==> src/rsx_pkg.sv <==
// package with operation codes, carriers and constants for the rsx datapath
// Summary of operation
// - rotate right through carry updates destination and carry only
// - destination bit 0 selects accumulator, 1 file
// - nibble exchange swaps halves, flags untouched
// - pin direction load copies accumulator, flags untouched
// - literal xor combines immediate with accumulator
// - file xor updates destination and zero only
package rsx_pkg;
   localparam int          DATA_W       = 8;
   localparam int          ADDR_W       = 5;
   localparam logic [7:0]  ACC_RST      = 8'h00;
   localparam logic [7:0]  DIR_RST      = 8'hFF;
   localparam logic        FLAG_RST     = 1'h0;
   localparam logic [4:0]  DIR_SEL_LO   = 5'h06;
   localparam logic [4:0]  DIR_SEL_HI   = 5'h07;
   localparam int          MSB_POS      = 7;
   localparam logic        DEST_ACC     = 1'h0;
   localparam logic        DEST_FILE    = 1'h1;

   typedef enum logic [2:0] {
      RSX_OP_NONE,
      RSX_OP_ROTR,
      RSX_OP_SWAP,
      RSX_OP_DIRLD,
      RSX_OP_XORL,
      RSX_OP_XORF
   } rsx_op_t;

   // one decoded instruction as it arrives from the decoder
   typedef struct packed {
      rsx_op_t     op;
      logic        dest;
      logic [4:0]  faddr;
      logic [7:0]  lit;
   } rsx_cmd_t;

   // one file register write request toward the register file
   typedef struct packed {
      logic        we;
      logic [4:0]  addr;
      logic [7:0]  data;
   } rsx_fwr_t;
endpackage : rsx_pkg

==> src/rsx_datapath.sv <==
// execution datapath for rotate, nibble exchange, direction load and xor
`timescale 1ns/1ps
`default_nettype none
module rsx_datapath (
   input  wire logic              I_CORE_CLK,
   input  wire logic              I_RST_N,
   input  wire logic              i_valid,
   input  var  rsx_pkg::rsx_cmd_t i_cmd,
   input  wire logic [7:0]        i_file_rdata,
   input  wire logic              i_carry,
   input  wire logic              i_zero,
   output logic [7:0]             o_acc,
   output logic                   o_carry,
   output logic                   o_zero,
   output var  rsx_pkg::rsx_fwr_t o_fwr,
   output logic [7:0]             o_dir6,
   output logic [7:0]             o_dir7,
   output logic                   o_done
);
   logic [7:0] acc_reg;
   logic       carry_reg;
   logic       zero_reg;
   logic [7:0] result_next;
   logic       carry_next;
   logic       zero_next;
   logic       to_dest;
   logic       xorf_hit;

   // result per operation; file operand is the current read data
   always_comb begin
      result_next = acc_reg;
      carry_next  = carry_reg;
      zero_next   = zero_reg;
      to_dest     = 1'h0;
      case (i_cmd.op)
         rsx_pkg::RSX_OP_ROTR: begin
            result_next = {carry_reg, i_file_rdata[7:1]};
            carry_next  = i_file_rdata[0];
            to_dest     = 1'h1;
         end
         rsx_pkg::RSX_OP_SWAP: begin
            result_next = {i_file_rdata[3:0], i_file_rdata[7:4]};
            to_dest     = 1'h1;
         end
         rsx_pkg::RSX_OP_XORL: begin
            result_next = acc_reg ^ i_cmd.lit;
         end
         rsx_pkg::RSX_OP_XORF: begin
            result_next = acc_reg ^ i_file_rdata;
            zero_next   = (result_next == 8'h00);
            to_dest     = 1'h1;
         end
         default: begin
            result_next = acc_reg;
         end
      endcase
   end

   assign xorf_hit = i_valid && (i_cmd.op == rsx_pkg::RSX_OP_XORF);

   // accumulator; literal xor always lands here, rotate, swap and file xor by destination
   always_ff @(posedge I_CORE_CLK) begin
      if (!I_RST_N) begin
         acc_reg <= rsx_pkg::ACC_RST;
      end else if (i_valid && (i_cmd.op == rsx_pkg::RSX_OP_XORL)) begin
         acc_reg <= result_next;
      end else if (i_valid && to_dest
                   && i_cmd.dest == rsx_pkg::DEST_ACC) begin
         acc_reg <= result_next;
      end
   end

   // status flags are loaded from the core's view, then kept current
   always_ff @(posedge I_CORE_CLK) begin
      if (!I_RST_N) begin
         carry_reg <= rsx_pkg::FLAG_RST;
         zero_reg  <= rsx_pkg::FLAG_RST;
      end else if (i_valid) begin
         // only rotate touches carry, only file xor touches zero
         carry_reg <= (i_cmd.op == rsx_pkg::RSX_OP_ROTR) ? carry_next
                                                         : carry_reg;
         zero_reg  <= xorf_hit ? zero_next : zero_reg;
      end else begin
         // idle: follow the status register owned by the core
         carry_reg <= i_carry;
         zero_reg  <= i_zero;
      end
   end

   // file write back when destination bit is one
   always_ff @(posedge I_CORE_CLK) begin
      if (!I_RST_N) begin
         o_fwr <= '0;
      end else begin
         o_fwr.we   <= i_valid && to_dest
                       && (i_cmd.dest == rsx_pkg::DEST_FILE);
         o_fwr.addr <= i_cmd.faddr;
         o_fwr.data <= result_next;
      end
   end

   // direction registers; select other than 6 or 7 is ignored
   always_ff @(posedge I_CORE_CLK) begin
      if (!I_RST_N) begin
         o_dir6 <= rsx_pkg::DIR_RST;
         o_dir7 <= rsx_pkg::DIR_RST;
      end else if (i_valid && i_cmd.op == rsx_pkg::RSX_OP_DIRLD) begin
         if (i_cmd.faddr == rsx_pkg::DIR_SEL_LO) begin
            o_dir6 <= acc_reg;
         end else if (i_cmd.faddr == rsx_pkg::DIR_SEL_HI) begin
            o_dir7 <= acc_reg;
         end
      end
   end

   // completion pulse one cycle after the command
   always_ff @(posedge I_CORE_CLK) begin
      if (!I_RST_N) begin
         o_done <= 1'b0;
      end else begin
         o_done <= i_valid && (i_cmd.op != rsx_pkg::RSX_OP_NONE);
      end
   end

   assign o_acc   = acc_reg;
   assign o_carry = carry_reg;
   assign o_zero  = zero_reg;
endmodule : rsx_datapath
`default_nettype wire

==> config.mk <==
export PLATFORM = sky130hd
export DESIGN_NAME = rsx_datapath
export DESIGN_NICKNAME = d
export VERILOG_FILES = /design/src/rsx_pkg.sv /design/src/rsx_datapath.sv
export SDC_FILE = /design/constraint.sdc
export NUM_CORES = 1
export LEC_CHECK = 0
export ABC_AREA = 1
export BUFFER_PORTS_ARGS = -buffer_cell sky130_fd_sc_hd__buf_2
export CORE_MARGIN = 1.5
export CORE_UTILIZATION = 40
export CTS_BUF_LIST = sky130_fd_sc_hd__clkbuf_8 sky130_fd_sc_hd__clkbuf_16
export CTS_CLUSTER_DIAMETER = 60
export CTS_CLUSTER_SIZE = 25
export DETAILED_ROUTE_END_ITERATION = 16
export PLACE_DENSITY_LB_ADDON = 0.25
export SYNTH_ARGS = -nofsm -noshare
export SYNTH_HDL_FRONTEND = slang
export SYNTH_SLANG_ARGS = --single-unit
==> constraint.sdc <==
create_clock -name I_CORE_CLK -period 1.35 [get_ports I_CORE_CLK]
set_clock_uncertainty 0.1 [all_clocks]
set_input_delay 0.2025 -clock I_CORE_CLK [delete_from_list [all_inputs] [get_ports I_CORE_CLK]]
set_output_delay 0.2025 -clock I_CORE_CLK [all_outputs]
set_load 0.005 [all_outputs]
==> impl_metrics.json, run 1 <==
{
  "end_kind": "flop",
  "synth_cell_types": 25,
  "die_h_um": 75.7,
  "drive_above_1_share": 0.302,
  "cts_max_path_buffers": 2,
  "cts_tree": "yes",
  "final_util": 0.558,
  "critPathBufInv": 0,
  "fin_nets": 456,
  "postCtsSetupRepairBufs": 0,
  "placed_cell_area_um2": 2700,
  "seq_area_frac_synth": 0.389,
  "worstSetupStartpoint": "o_acc[3]",
  "fmax_ghz": 0.825,
  "routedWlPerCell_um": 11.2,
  "max_stage_delay_ns": 0.44,
  "finalSetupViolCount": 0,
  "wl_um": 5580,
  "r2r_start": "o_acc[3]",
  "die_w_um": 75.7,
  "status": "finished clean",
  "path_depth": 7,
  "clk_pin_slew_worst_paths_ns": 0.08,
  "netlist_area_um2": 2110,
  "core_area_um2": 5110,
  "initial_utilization": 0.414,
  "endpoint": "o_acc[3]",
  "grt_pass1_wl_um": 8860,
  "worstPathArrival_ns": 1.31,
  "grt_usage": 0.207,
  "ant_nets": 0,
  "cts_inserted_buffers": 5,
  "crit_path_frequent_cell": "nor2_1",
  "viasPerCell": 4.63,
  "grt_overflow_total": 0,
  "r2r_end": "o_acc[3]",
  "syn_to_final_growth_pct": 35.0,
  "synth_top_area_share": 0.389,
  "std_cell_rows": 26,
  "postSynthRegisterBits": 41,
  "crit_path_top_delay_cell": "dfxtp_1",
  "finalCritPeriodShare": 0.898,
  "numClockSinks": 41,
  "r2r_setup_slack_ns": 0.14,
  "drv_cap": 0,
  "avgSynthCellArea_um2": 6.42,
  "insertion_delay_ns": 0.30,
  "crit_fanout": 5,
  "required_ns": 1.45,
  "ios": 71,
  "drt_iter0_markers": 88,
  "path_cells": "nand2_1 -> nand2_1 -> nor2_1 -> nor2_1 -> nand3_1 -> nor2_1 -> nor2_1",
  "setup_tns_ns": 0,
  "worst_r2r_path_depth": 7,
  "netlist_instances": 329,
  "yosys.area.top_type": "dfxtp_1",
  "p_total_uw": 2830,
  "p_leak_uw": 0.00163,
  "start_kind": "flop",
  "grt_max_degree": 17,
  "slew_headroom": 0.811,
  "worstMarginPinSlew_ns": 0.284,
  "critPathTopFamily": "simple AND/OR/NAND/NOR gates",
  "synth_warnings": 0,
  "vias": 2303,
  "syn_nets": 359,
  "route.detailed.drc": 0,
  "hp-class": "in -> reg",
  "final_common_cell": "nand2_1",
  "grt_setup_unrepaired": "true",
  "mostFrequentLayoutCells": "nand2_1, buf_2, nor2_1, inv_1, dfxtp_1",
  "dieArea_um2": 5730,
  "antenna_found_initial": 0,
  "dp_slack_ns": -0.0559,
  "dr.pass1.iters": 4,
  "port_buffers": 70,
  "htreeDepth": 2,
  "p_per_area_nw_per_um2": 994,
  "period_minus_slack_ns": 1.21,
  "hold_viol_final": 0,
  "path_class": "reg -> reg",
  "dp_hpwl_um": 4460,
  "setup_slack_ns": 0.138,
  "diodes": 0,
  "max-vdd-ir-drop_mv": 0.446,
  "slew_violations": 0,
  "first_global_vias": 1973,
  "design_area_um2": 2850,
  "synth_area_leaders": "dfxtp_1, nand2_1, nor2_1",
  "cts-root-buf": "clkbuf_8",
  "place_congestion": 0.914
}
[worst min path at each step]
| stage | start | endpoint | slack [ns] | depth (start not counted) |
|---|---|---|---|---|
| after CTS | i_cmd[11] | o_fwr[11] | 0.005 | 3 |
| after detailed placement | i_cmd[9] | o_fwr[9] | 0.30 | 3 |
| final | i_cmd[11] | o_fwr[11] | 0.01 | 3 |
| after floorplan | i_cmd[10] | o_fwr[10] | 0.20 | 2 |
| after global routing | i_cmd[11] | o_fwr[11] | 0.01 | 3 |
| after global placement | i_cmd[9] | o_fwr[9] | 0.30 | 3 |
[stage by stage]
step | hold WS [ns] | std cells
2_1_floorplan | 0.196 | 329
3_3_place_gp | 0.295 | 486
3_5_place_dp | 0.303 | 486
4_1_cts | 0.00453 | 497
5_1_grt | 0.0113 | 497
6_report | 0.0109 | 497
[sequential cells by signal (all words and copies together), names as in the netlist]
signal and flops:
o_done 1, o_zero 1, o_carry 1, o_dir6 8, o_acc 8, o_dir7 8
o_fwr 14
[cell families after synthesis]
| family | after synthesis | share of synthesized area |
|---|---|---|
| simple gates | 208 | 0.428 |
| buf+inv | 57 | 0.114 |
| compound gates | 23 | 0.0693 |
| flops | 41 | 0.389 |
[cells in the mapped netlist]
| library cell | n |
|---|---|
| buf_2 | 2 |
| nor3b_1 | 1 |
| a21oi_1 | 7 |
| inv_1 | 45 |
| inv_2 | 3 |
| a21oi_2 | 1 |
| nor2_1 | 61 |
| nand2_2 | 3 |
| nand3_4 | 2 |
| clkinv_2 | 1 |
| nand3b_4 | 1 |
| a31oi_1 | 4 |
| nand2_4 | 1 |
| o211ai_1 | 8 |
| buf_6 | 3 |
| nand3_2 | 1 |
| dfxtp_1 | 41 |
| clkbuf_1 | 3 |
| nand2_1 | 108 |
| nand3b_1 | 1 |
| nor2_2 | 2 |
| o21ai_0 | 2 |
| nand4_1 | 10 |
| nand3_1 | 17 |
| a211oi_1 | 1 |
[power breakdown]
part           switching [µW]  leakage, µW  internal (µW)
clock network             441    0.0000574            601
registers                37.3     0.000338           1260
logic                     280      0.00124            213
[tightest hold or removal path: cells and delay by family]
family        cells  cell delay [ns]
buf+inv           2             0.14
simple gates      1             0.04
[layout make-up]
class | count | area [µm²]
Clock buffer | 6 | 82.6
Clock inverter | 2 | 37.5
Fill cell | 541 | 2260
Inverter | 49 | 185
Multi-Input combinational cell | 231 | 1050
Sequential cell | 41 | 827
Tap cell | 70 | 87.6
Timing Repair Buffer | 98 | 581
[repair_timing]
action	in CTS	in global routing
gates resized for setup	0	11
hold endpoints to repair	3	0
setup endpoints to repair	0	12
hold buffers	3	0
[per-layer routing]
layer / wire [µm] / track usage / vias up
met1: 2570 / 0.270 / 1005
li1: - / - / 1216
met4: 91 / 0.0714 / 0
met3: 358 / 0.0529 / 8
met5: 0 / 0 / -
met2: 2560 / 0.332 / 74
Note: power is estimated with default switching activity, not from simulation.
==> run 2, diff against run 1 <==
--- a/config.mk
+++ b/config.mk
@@ -7,6 +7,8 @@
 export LEC_CHECK = 0
 export ABC_AREA = 1
 export BUFFER_PORTS_ARGS = -buffer_cell sky130_fd_sc_hd__buf_2
+export CAP_MARGIN = 20
+export CORE_ASPECT_RATIO = 2
 export CORE_MARGIN = 1.5
 export CORE_UTILIZATION = 40
 export CTS_BUF_LIST = sky130_fd_sc_hd__clkbuf_8 sky130_fd_sc_hd__clkbuf_16
==> constraint.sdc (replaced) <==
create_clock -name I_CORE_CLK -period 1.1 [get_ports I_CORE_CLK]
set_clock_uncertainty 0.1 [all_clocks]
set_input_delay 0.165 -clock I_CORE_CLK [delete_from_list [all_inputs] [get_ports I_CORE_CLK]]
set_output_delay 0.165 -clock I_CORE_CLK [all_outputs]
set_load 0.005 [all_outputs]
==> run 2 against run 1 <==
Against the previous run: final area increased by 17%; register-to-register slack got worse by 0.25 ns; cell count grew 4.6%; the flow now finishes with violations (negative setup slack); critical path depth increased by 1; maximum frequency grew 0.18%; sequential cell count unchanged; count of clock-buffer cells in the layout down 1; via count grew 7.4%; highest routed layer unchanged; hold slack gained 0.0043 ns.
==> impl_metrics.json, run 2 (synthesis results as in run 1) <==
{
  "vias": 2473,
  "syn_to_final_growth_pct": 57.9,
  "max-vdd-ir-drop_mv": 1.33,
  "worstMarginPinSlew_ns": 0.371,
  "initial_utilization": 0.415,
  "slew_headroom": 0.752,
  "die_h_um": 106,
  "placed_cell_area_um2": 2840,
  "slew_violations": 0,
  "cts-root-buf": "clkbuf_8",
  "r2r_setup_slack_ns": -0.11,
  "required_ns": 1.21,
  "place_congestion": 0.868,
  "drt_iter0_markers": 58,
  "final_common_cell": "nand2_1",
  "ios": 71,
  "start_kind": "flop",
  "finalSetupViolCount": 18,
  "drive_above_1_share": 0.422,
  "final_util": 0.655,
  "grt_setup_unrepaired": "true",
  "dp_hpwl_um": 4920,
  "clk_pin_slew_worst_paths_ns": 0.09,
  "cts_tree": "yes",
  "antenna_found_initial": 0,
  "end_kind": "flop",
  "drv_cap": 0,
  "hold_viol_final": 0,
  "wl_um": 6510,
  "ant_nets": 0,
  "setup_slack_ns": -0.110,
  "routedWlPerCell_um": 12.5,
  "stdcell_count": 520,
  "switching_share": 0.265,
  "design_area_um2": 3340,
  "largest_reg_flops": 14,
  "path_class": "reg -> reg",
  "crit_fanout": 5,
  "p_sw_uw": 1020,
  "hp-class": "in -> reg",
  "p_leak_uw": 0.00186,
  "regMostFlops": "o_fwr",
  "grt_max_degree": 17,
  "first_global_vias": 2269,
  "insertion_delay_ns": 0.30,
  "port_buffers": 70,
  "grt_pass1_wl_um": 10000,
  "combPwrFrac": 0.210,
  "fmax_ghz": 0.827,
  "cts_inserted_buffers": 5,
  "dieArea_um2": 5750,
  "fin_nets": 491,
  "std_cell_rows": 37,
  "p_int_uw": 2840,
  "period_minus_slack_ns": 1.21,
  "route.detailed.drc": 0,
  "core_area_um2": 5090,
  "p_per_area_nw_per_um2": 1160,
  "mostFrequentLayoutCells": "nand2_1, buf_2, nor2_1, buf_4, inv_1",
  "power_frac_seq": 0.411,
  "grt_overflow_total": 0,
  "dr.pass1.iters": 4,
  "p_clk_frac": 0.379,
  "viasPerCell": 4.76,
  "status": "complete, but fails checks",
  "violations": "negative setup slack",
  "dp.cells": 492,
  "numClockSinks": 41,
  "worstPathArrival_ns": 1.32,
  "diodes": 0,
  "grt_usage": 0.239,
  "cts_max_path_buffers": 2,
  "htreeDepth": 2,
  "finalCritPeriodShare": 1.10,
  "die_w_um": 54.4
}
-- run 2: cell type report --
| class | instances | area [µm²] |
|---|---|---|
| Fill cell | 495 | 1760 |
| Clock buffer | 5 | 68.8 |
| Multi-Input combinational cell | 232 | 1150 |
| Tap cell | 58 | 72.6 |
| Clock inverter | 3 | 65.1 |
| Inverter | 49 | 216 |
| Timing Repair Buffer | 132 | 912 |
| Sequential cell | 41 | 852 |
-- run 2: worst paths after layout --
kind | start | end | depth (start not counted)
setup / recovery | o_acc[0] | o_acc[0] | 8
hold / removal | i_carry | o_carry | 3
setup reg to reg | o_acc[0] | o_acc[0] | 8
hold reg to reg | o_dir6[1] | o_dir6[1] | 2
-- run 2: metrics by stage --
stage / TNS [ns] / power (µW) / setup WS (ns) / hold WS, ns
CTS: -0.797 / 3820 / -0.0650 / 0.0182
detailed placement: -7.95 / 2280 / -0.312 / 0.265
global placement: -8.05 / 2280 / -0.326 / 0.261
floorplan: -0.552 / 1950 / -0.0702 / 0.158
global route: -2.62 / 4030 / -0.201 / 0.0340
finish: -0.848 / 3860 / -0.110 / 0.0153
-- run 2: power groups by stage --
| stage | sequential (µW) | combinational [µW] | clock (µW) |
|---|---|---|---|
| CTS | 1590 | 751 | 1480 |
| global route | 1600 | 896 | 1540 |
| finish | 1590 | 811 | 1460 |
| global placement | 1620 | 661 | 0 |
| detailed placement | 1620 | 667 | 0 |
| floorplan | 1620 | 332 | 0 |
-- run 2: per-layer routing --
layer  global-route usage  routed length (µm)  up-vias
met5                    0                   0        -
met4                0.109                 172        0
met3               0.0340                 263       13
met2                0.438                3710       68
met1                0.246                2370     1110
li1                     -                   -     1282
-- run 2: repair_timing --
| action | CTS | global route |
|---|---|---|
| buffers inserted | 10 | 5 |
| hold buffers | 5 | 0 |
| hold endpoints to repair | 5 | 0 |
| pin swaps | 24 | 31 |
| gates cloned | 0 | 1 |
| resized for setup | 42 | 32 |
| setup endpoints to repair | 25 | 28 |
-- run 2: worst max-delay path, cell delays in order (launching register included) --
cell	delay, ns
dfxtp_4	0.38
inv_4	0.06
nand2_2	0.04
nand2_2	0.09
nor2_1	0.04
nor2_1	0.15
nand3_1	0.11
nor2_1	0.10
nor2_1	0.05
==> run 3, diff against run 2 <==
--- a/config.mk
+++ b/config.mk
@@ -16,6 +16,7 @@
 export CTS_CLUSTER_SIZE = 25
 export DETAILED_ROUTE_END_ITERATION = 16
 export PLACE_DENSITY_LB_ADDON = 0.25
+export SKIP_CTS_REPAIR_TIMING = 1
 export SYNTH_ARGS = -nofsm -noshare
 export SYNTH_HDL_FRONTEND = slang
 export SYNTH_SLANG_ARGS = --single-unit
==> run 3 against run 2 <==
Against the previous run: the run still ends with negative setup slack left; hold slack worse by 0.011 ns; power is 0.89% lower; setup slack better by 0.016 ns; register-to-register slack better by 0.05 ns; global-route usage is 0.41 points lower; critical path depth is 6 lower; critical endpoint is now o_acc[6]; largest power group unchanged; highest routed layer unchanged.
==> impl_metrics.json, run 3 (synthesis results as in run 1) <==
{
  "dp_hpwl_um": 4920,
  "p_int_uw": 2820,
  "worst_r2r_path_depth": 8,
  "power_frac_seq": 0.415,
  "required_ns": 0.83,
  "cts_max_path_buffers": 2,
  "finalCritPeriodShare": 1.08,
  "min_from": "i_cmd[12]",
  "dr.pass1.iters": 4,
  "end_kind": "output pin",
  "final_util": 0.644,
  "setup_slack_ns": -0.0933,
  "regMostFlops": "o_fwr",
  "slew_violations": 0,
  "drive_above_1_share": 0.415,
  "r2r_start": "o_acc[1]",
  "min_path_cells": 3,
  "r2r_end": "o_acc[1]",
  "core_area_um2": 5090,
  "std_cell_rows": 37,
  "die_w_um": 54.4,
  "worstPathArrival_ns": 0.93,
  "max_stage_delay_ns": 0.37,
  "r2r_setup_slack_ns": -0.06,
  "cts-root-buf": "clkbuf_8",
  "start_kind": "flop",
  "drt_iter0_markers": 57,
  "ios": 71,
  "dp_slack_ns": -0.312,
  "largest_reg_flops": 14,
  "path_class": "reg -> out",
  "antenna_found_initial": 0,
  "switching_share": 0.263,
  "period_minus_slack_ns": 1.19,
  "wl_um": 6400,
  "fmax_ghz": 0.838,
  "path_cells": "buf_4 -> buf_2",
  "hp-class": "in -> reg",
  "max-vdd-ir-drop_mv": 1.33,
  "htreeDepth": 2,
  "combPwrFrac": 0.203,
  "mostFrequentLayoutCells": "nand2_1, buf_2, nor2_1, buf_4, inv_1",
  "crit_fanout": 5,
  "final_common_cell": "nand2_1",
  "numClockSinks": 41,
  "grt_setup_unrepaired": "true",
  "initial_utilization": 0.415,
  "p_clk_frac": 0.382,
  "fin_nets": 487,
  "grt_overflow_total": 0,
  "hold_viol_final": 0,
  "vias": 2447,
  "finalSetupViolCount": 16,
  "worstMarginPinSlew_ns": 0.375,
  "grt_usage": 0.235,
  "syn_to_final_growth_pct": 55.2,
  "die_h_um": 106,
  "routedWlPerCell_um": 12.4,
  "holdPathEnd": "o_fwr[12]",
  "route.detailed.drc": 0,
  "cts_inserted_buffers": 5,
  "ant_nets": 0,
  "grt_pass1_wl_um": 9890,
  "place_congestion": 0.868,
  "clk_pin_slew_worst_paths_ns": 0.08,
  "diodes": 0,
  "crit_path_top_delay_cell": "dfxtp_4",
  "p_per_area_nw_per_um2": 1170,
  "port_buffers": 70,
  "p_leak_uw": 0.00184,
  "viasPerCell": 4.74,
  "insertion_delay_ns": 0.30,
  "p_sw_uw": 1010,
  "grt_max_degree": 17,
  "violations": "negative setup slack",
  "slew_headroom": 0.749,
  "first_global_vias": 2217,
  "dieArea_um2": 5750,
  "hold_slack_ns": 0.00437,
  "status": "complete, but fails checks",
  "cts_tree": "yes",
  "drv_cap": 0
}
[run 3: cell count changes in the layout (fill, tap and decap cells not counted)]
cell | before | now
buf_4 | 47 | 50
buf_6 | 15 | 9
dfxtp_2 | 1 | 2
dfxtp_4 | 8 | 7
dlygate4sd3_1 | 5 | 4
inv_2 | 5 | 4
inv_4 | 8 | 9
nand2_1 | 88 | 89
nand2_2 | 23 | 22
nand3_1 | 17 | 16
nand3_2 | 1 | 2
nor2_1 | 56 | 58
nor2_2 | 4 | 2
[run 3: how the worst max path moves through the flow]
| stage | from | to | slack (ns) | depth (start not counted) |
|---|---|---|---|---|
| after global placement | i_cmd[15] | o_acc[2] | -0.33 | 8 |
| after floorplan | i_cmd[14] | o_acc[6] | -0.07 | 10 |
| after CTS | o_acc[2] | o_zero | -0.13 | 7 |
| final | o_acc[6] | o_acc[6] | -0.09 | 2 |
| after global routing | o_acc[2] | o_acc[2] | -0.16 | 8 |
| after detailed placement | i_cmd[15] | o_acc[2] | -0.31 | 8 |
[run 3: metrics by stage]
| stage | area (µm²) | TNS (ns) | total power (µW) | instances |
|---|---|---|---|---|
| 6_report | 3280 | -0.745 | 3830 | 516 |
| 5_1_grt | 3280 | -2.22 | 4000 | 516 |
| 4_1_cts | 2980 | -1.98 | 3730 | 500 |
| 3_5_place_dp | 2840 | -7.95 | 2280 | 492 |
| 3_3_place_gp | 2840 | -8.05 | 2280 | 492 |
| 2_1_floorplan | 2150 | -0.552 | 1950 | 329 |
[run 3: critical path, delay by kind of cell (launching register included)]
| kind | cells | cell delay [ns] |
|---|---|---|
| flops | 1 | 0.37 |
| buf+inv | 2 | 0.26 |
[run 3: area by class of cell]
class                   count  area (µm²)
clock inverters             3        65.1
fillers                   502        1810
well taps                  58        72.6
inverters                  49         219
multi-input cells         232        1150
repair buffers            128         857
flip-flops and latches     41         850
clock buffers               5        68.8
[run 3: metal layers]
metal	GRT usage	vias to the layer above	wire, µm
met5	0	-	0
met4	0.125	0	193
met3	0.0340	15	257
met2	0.415	66	3610
met1	0.249	1090	2350
li1	-	1276	-
[run 3: power by group through the flow]
stage	combinational (µW)	clock, µW	sequential (µW)
floorplan	332	0	1620
global placement	661	0	1620
detailed placement	667	0	1620
CTS	670	1480	1580
global route	863	1540	1600
finish	777	1460	1590
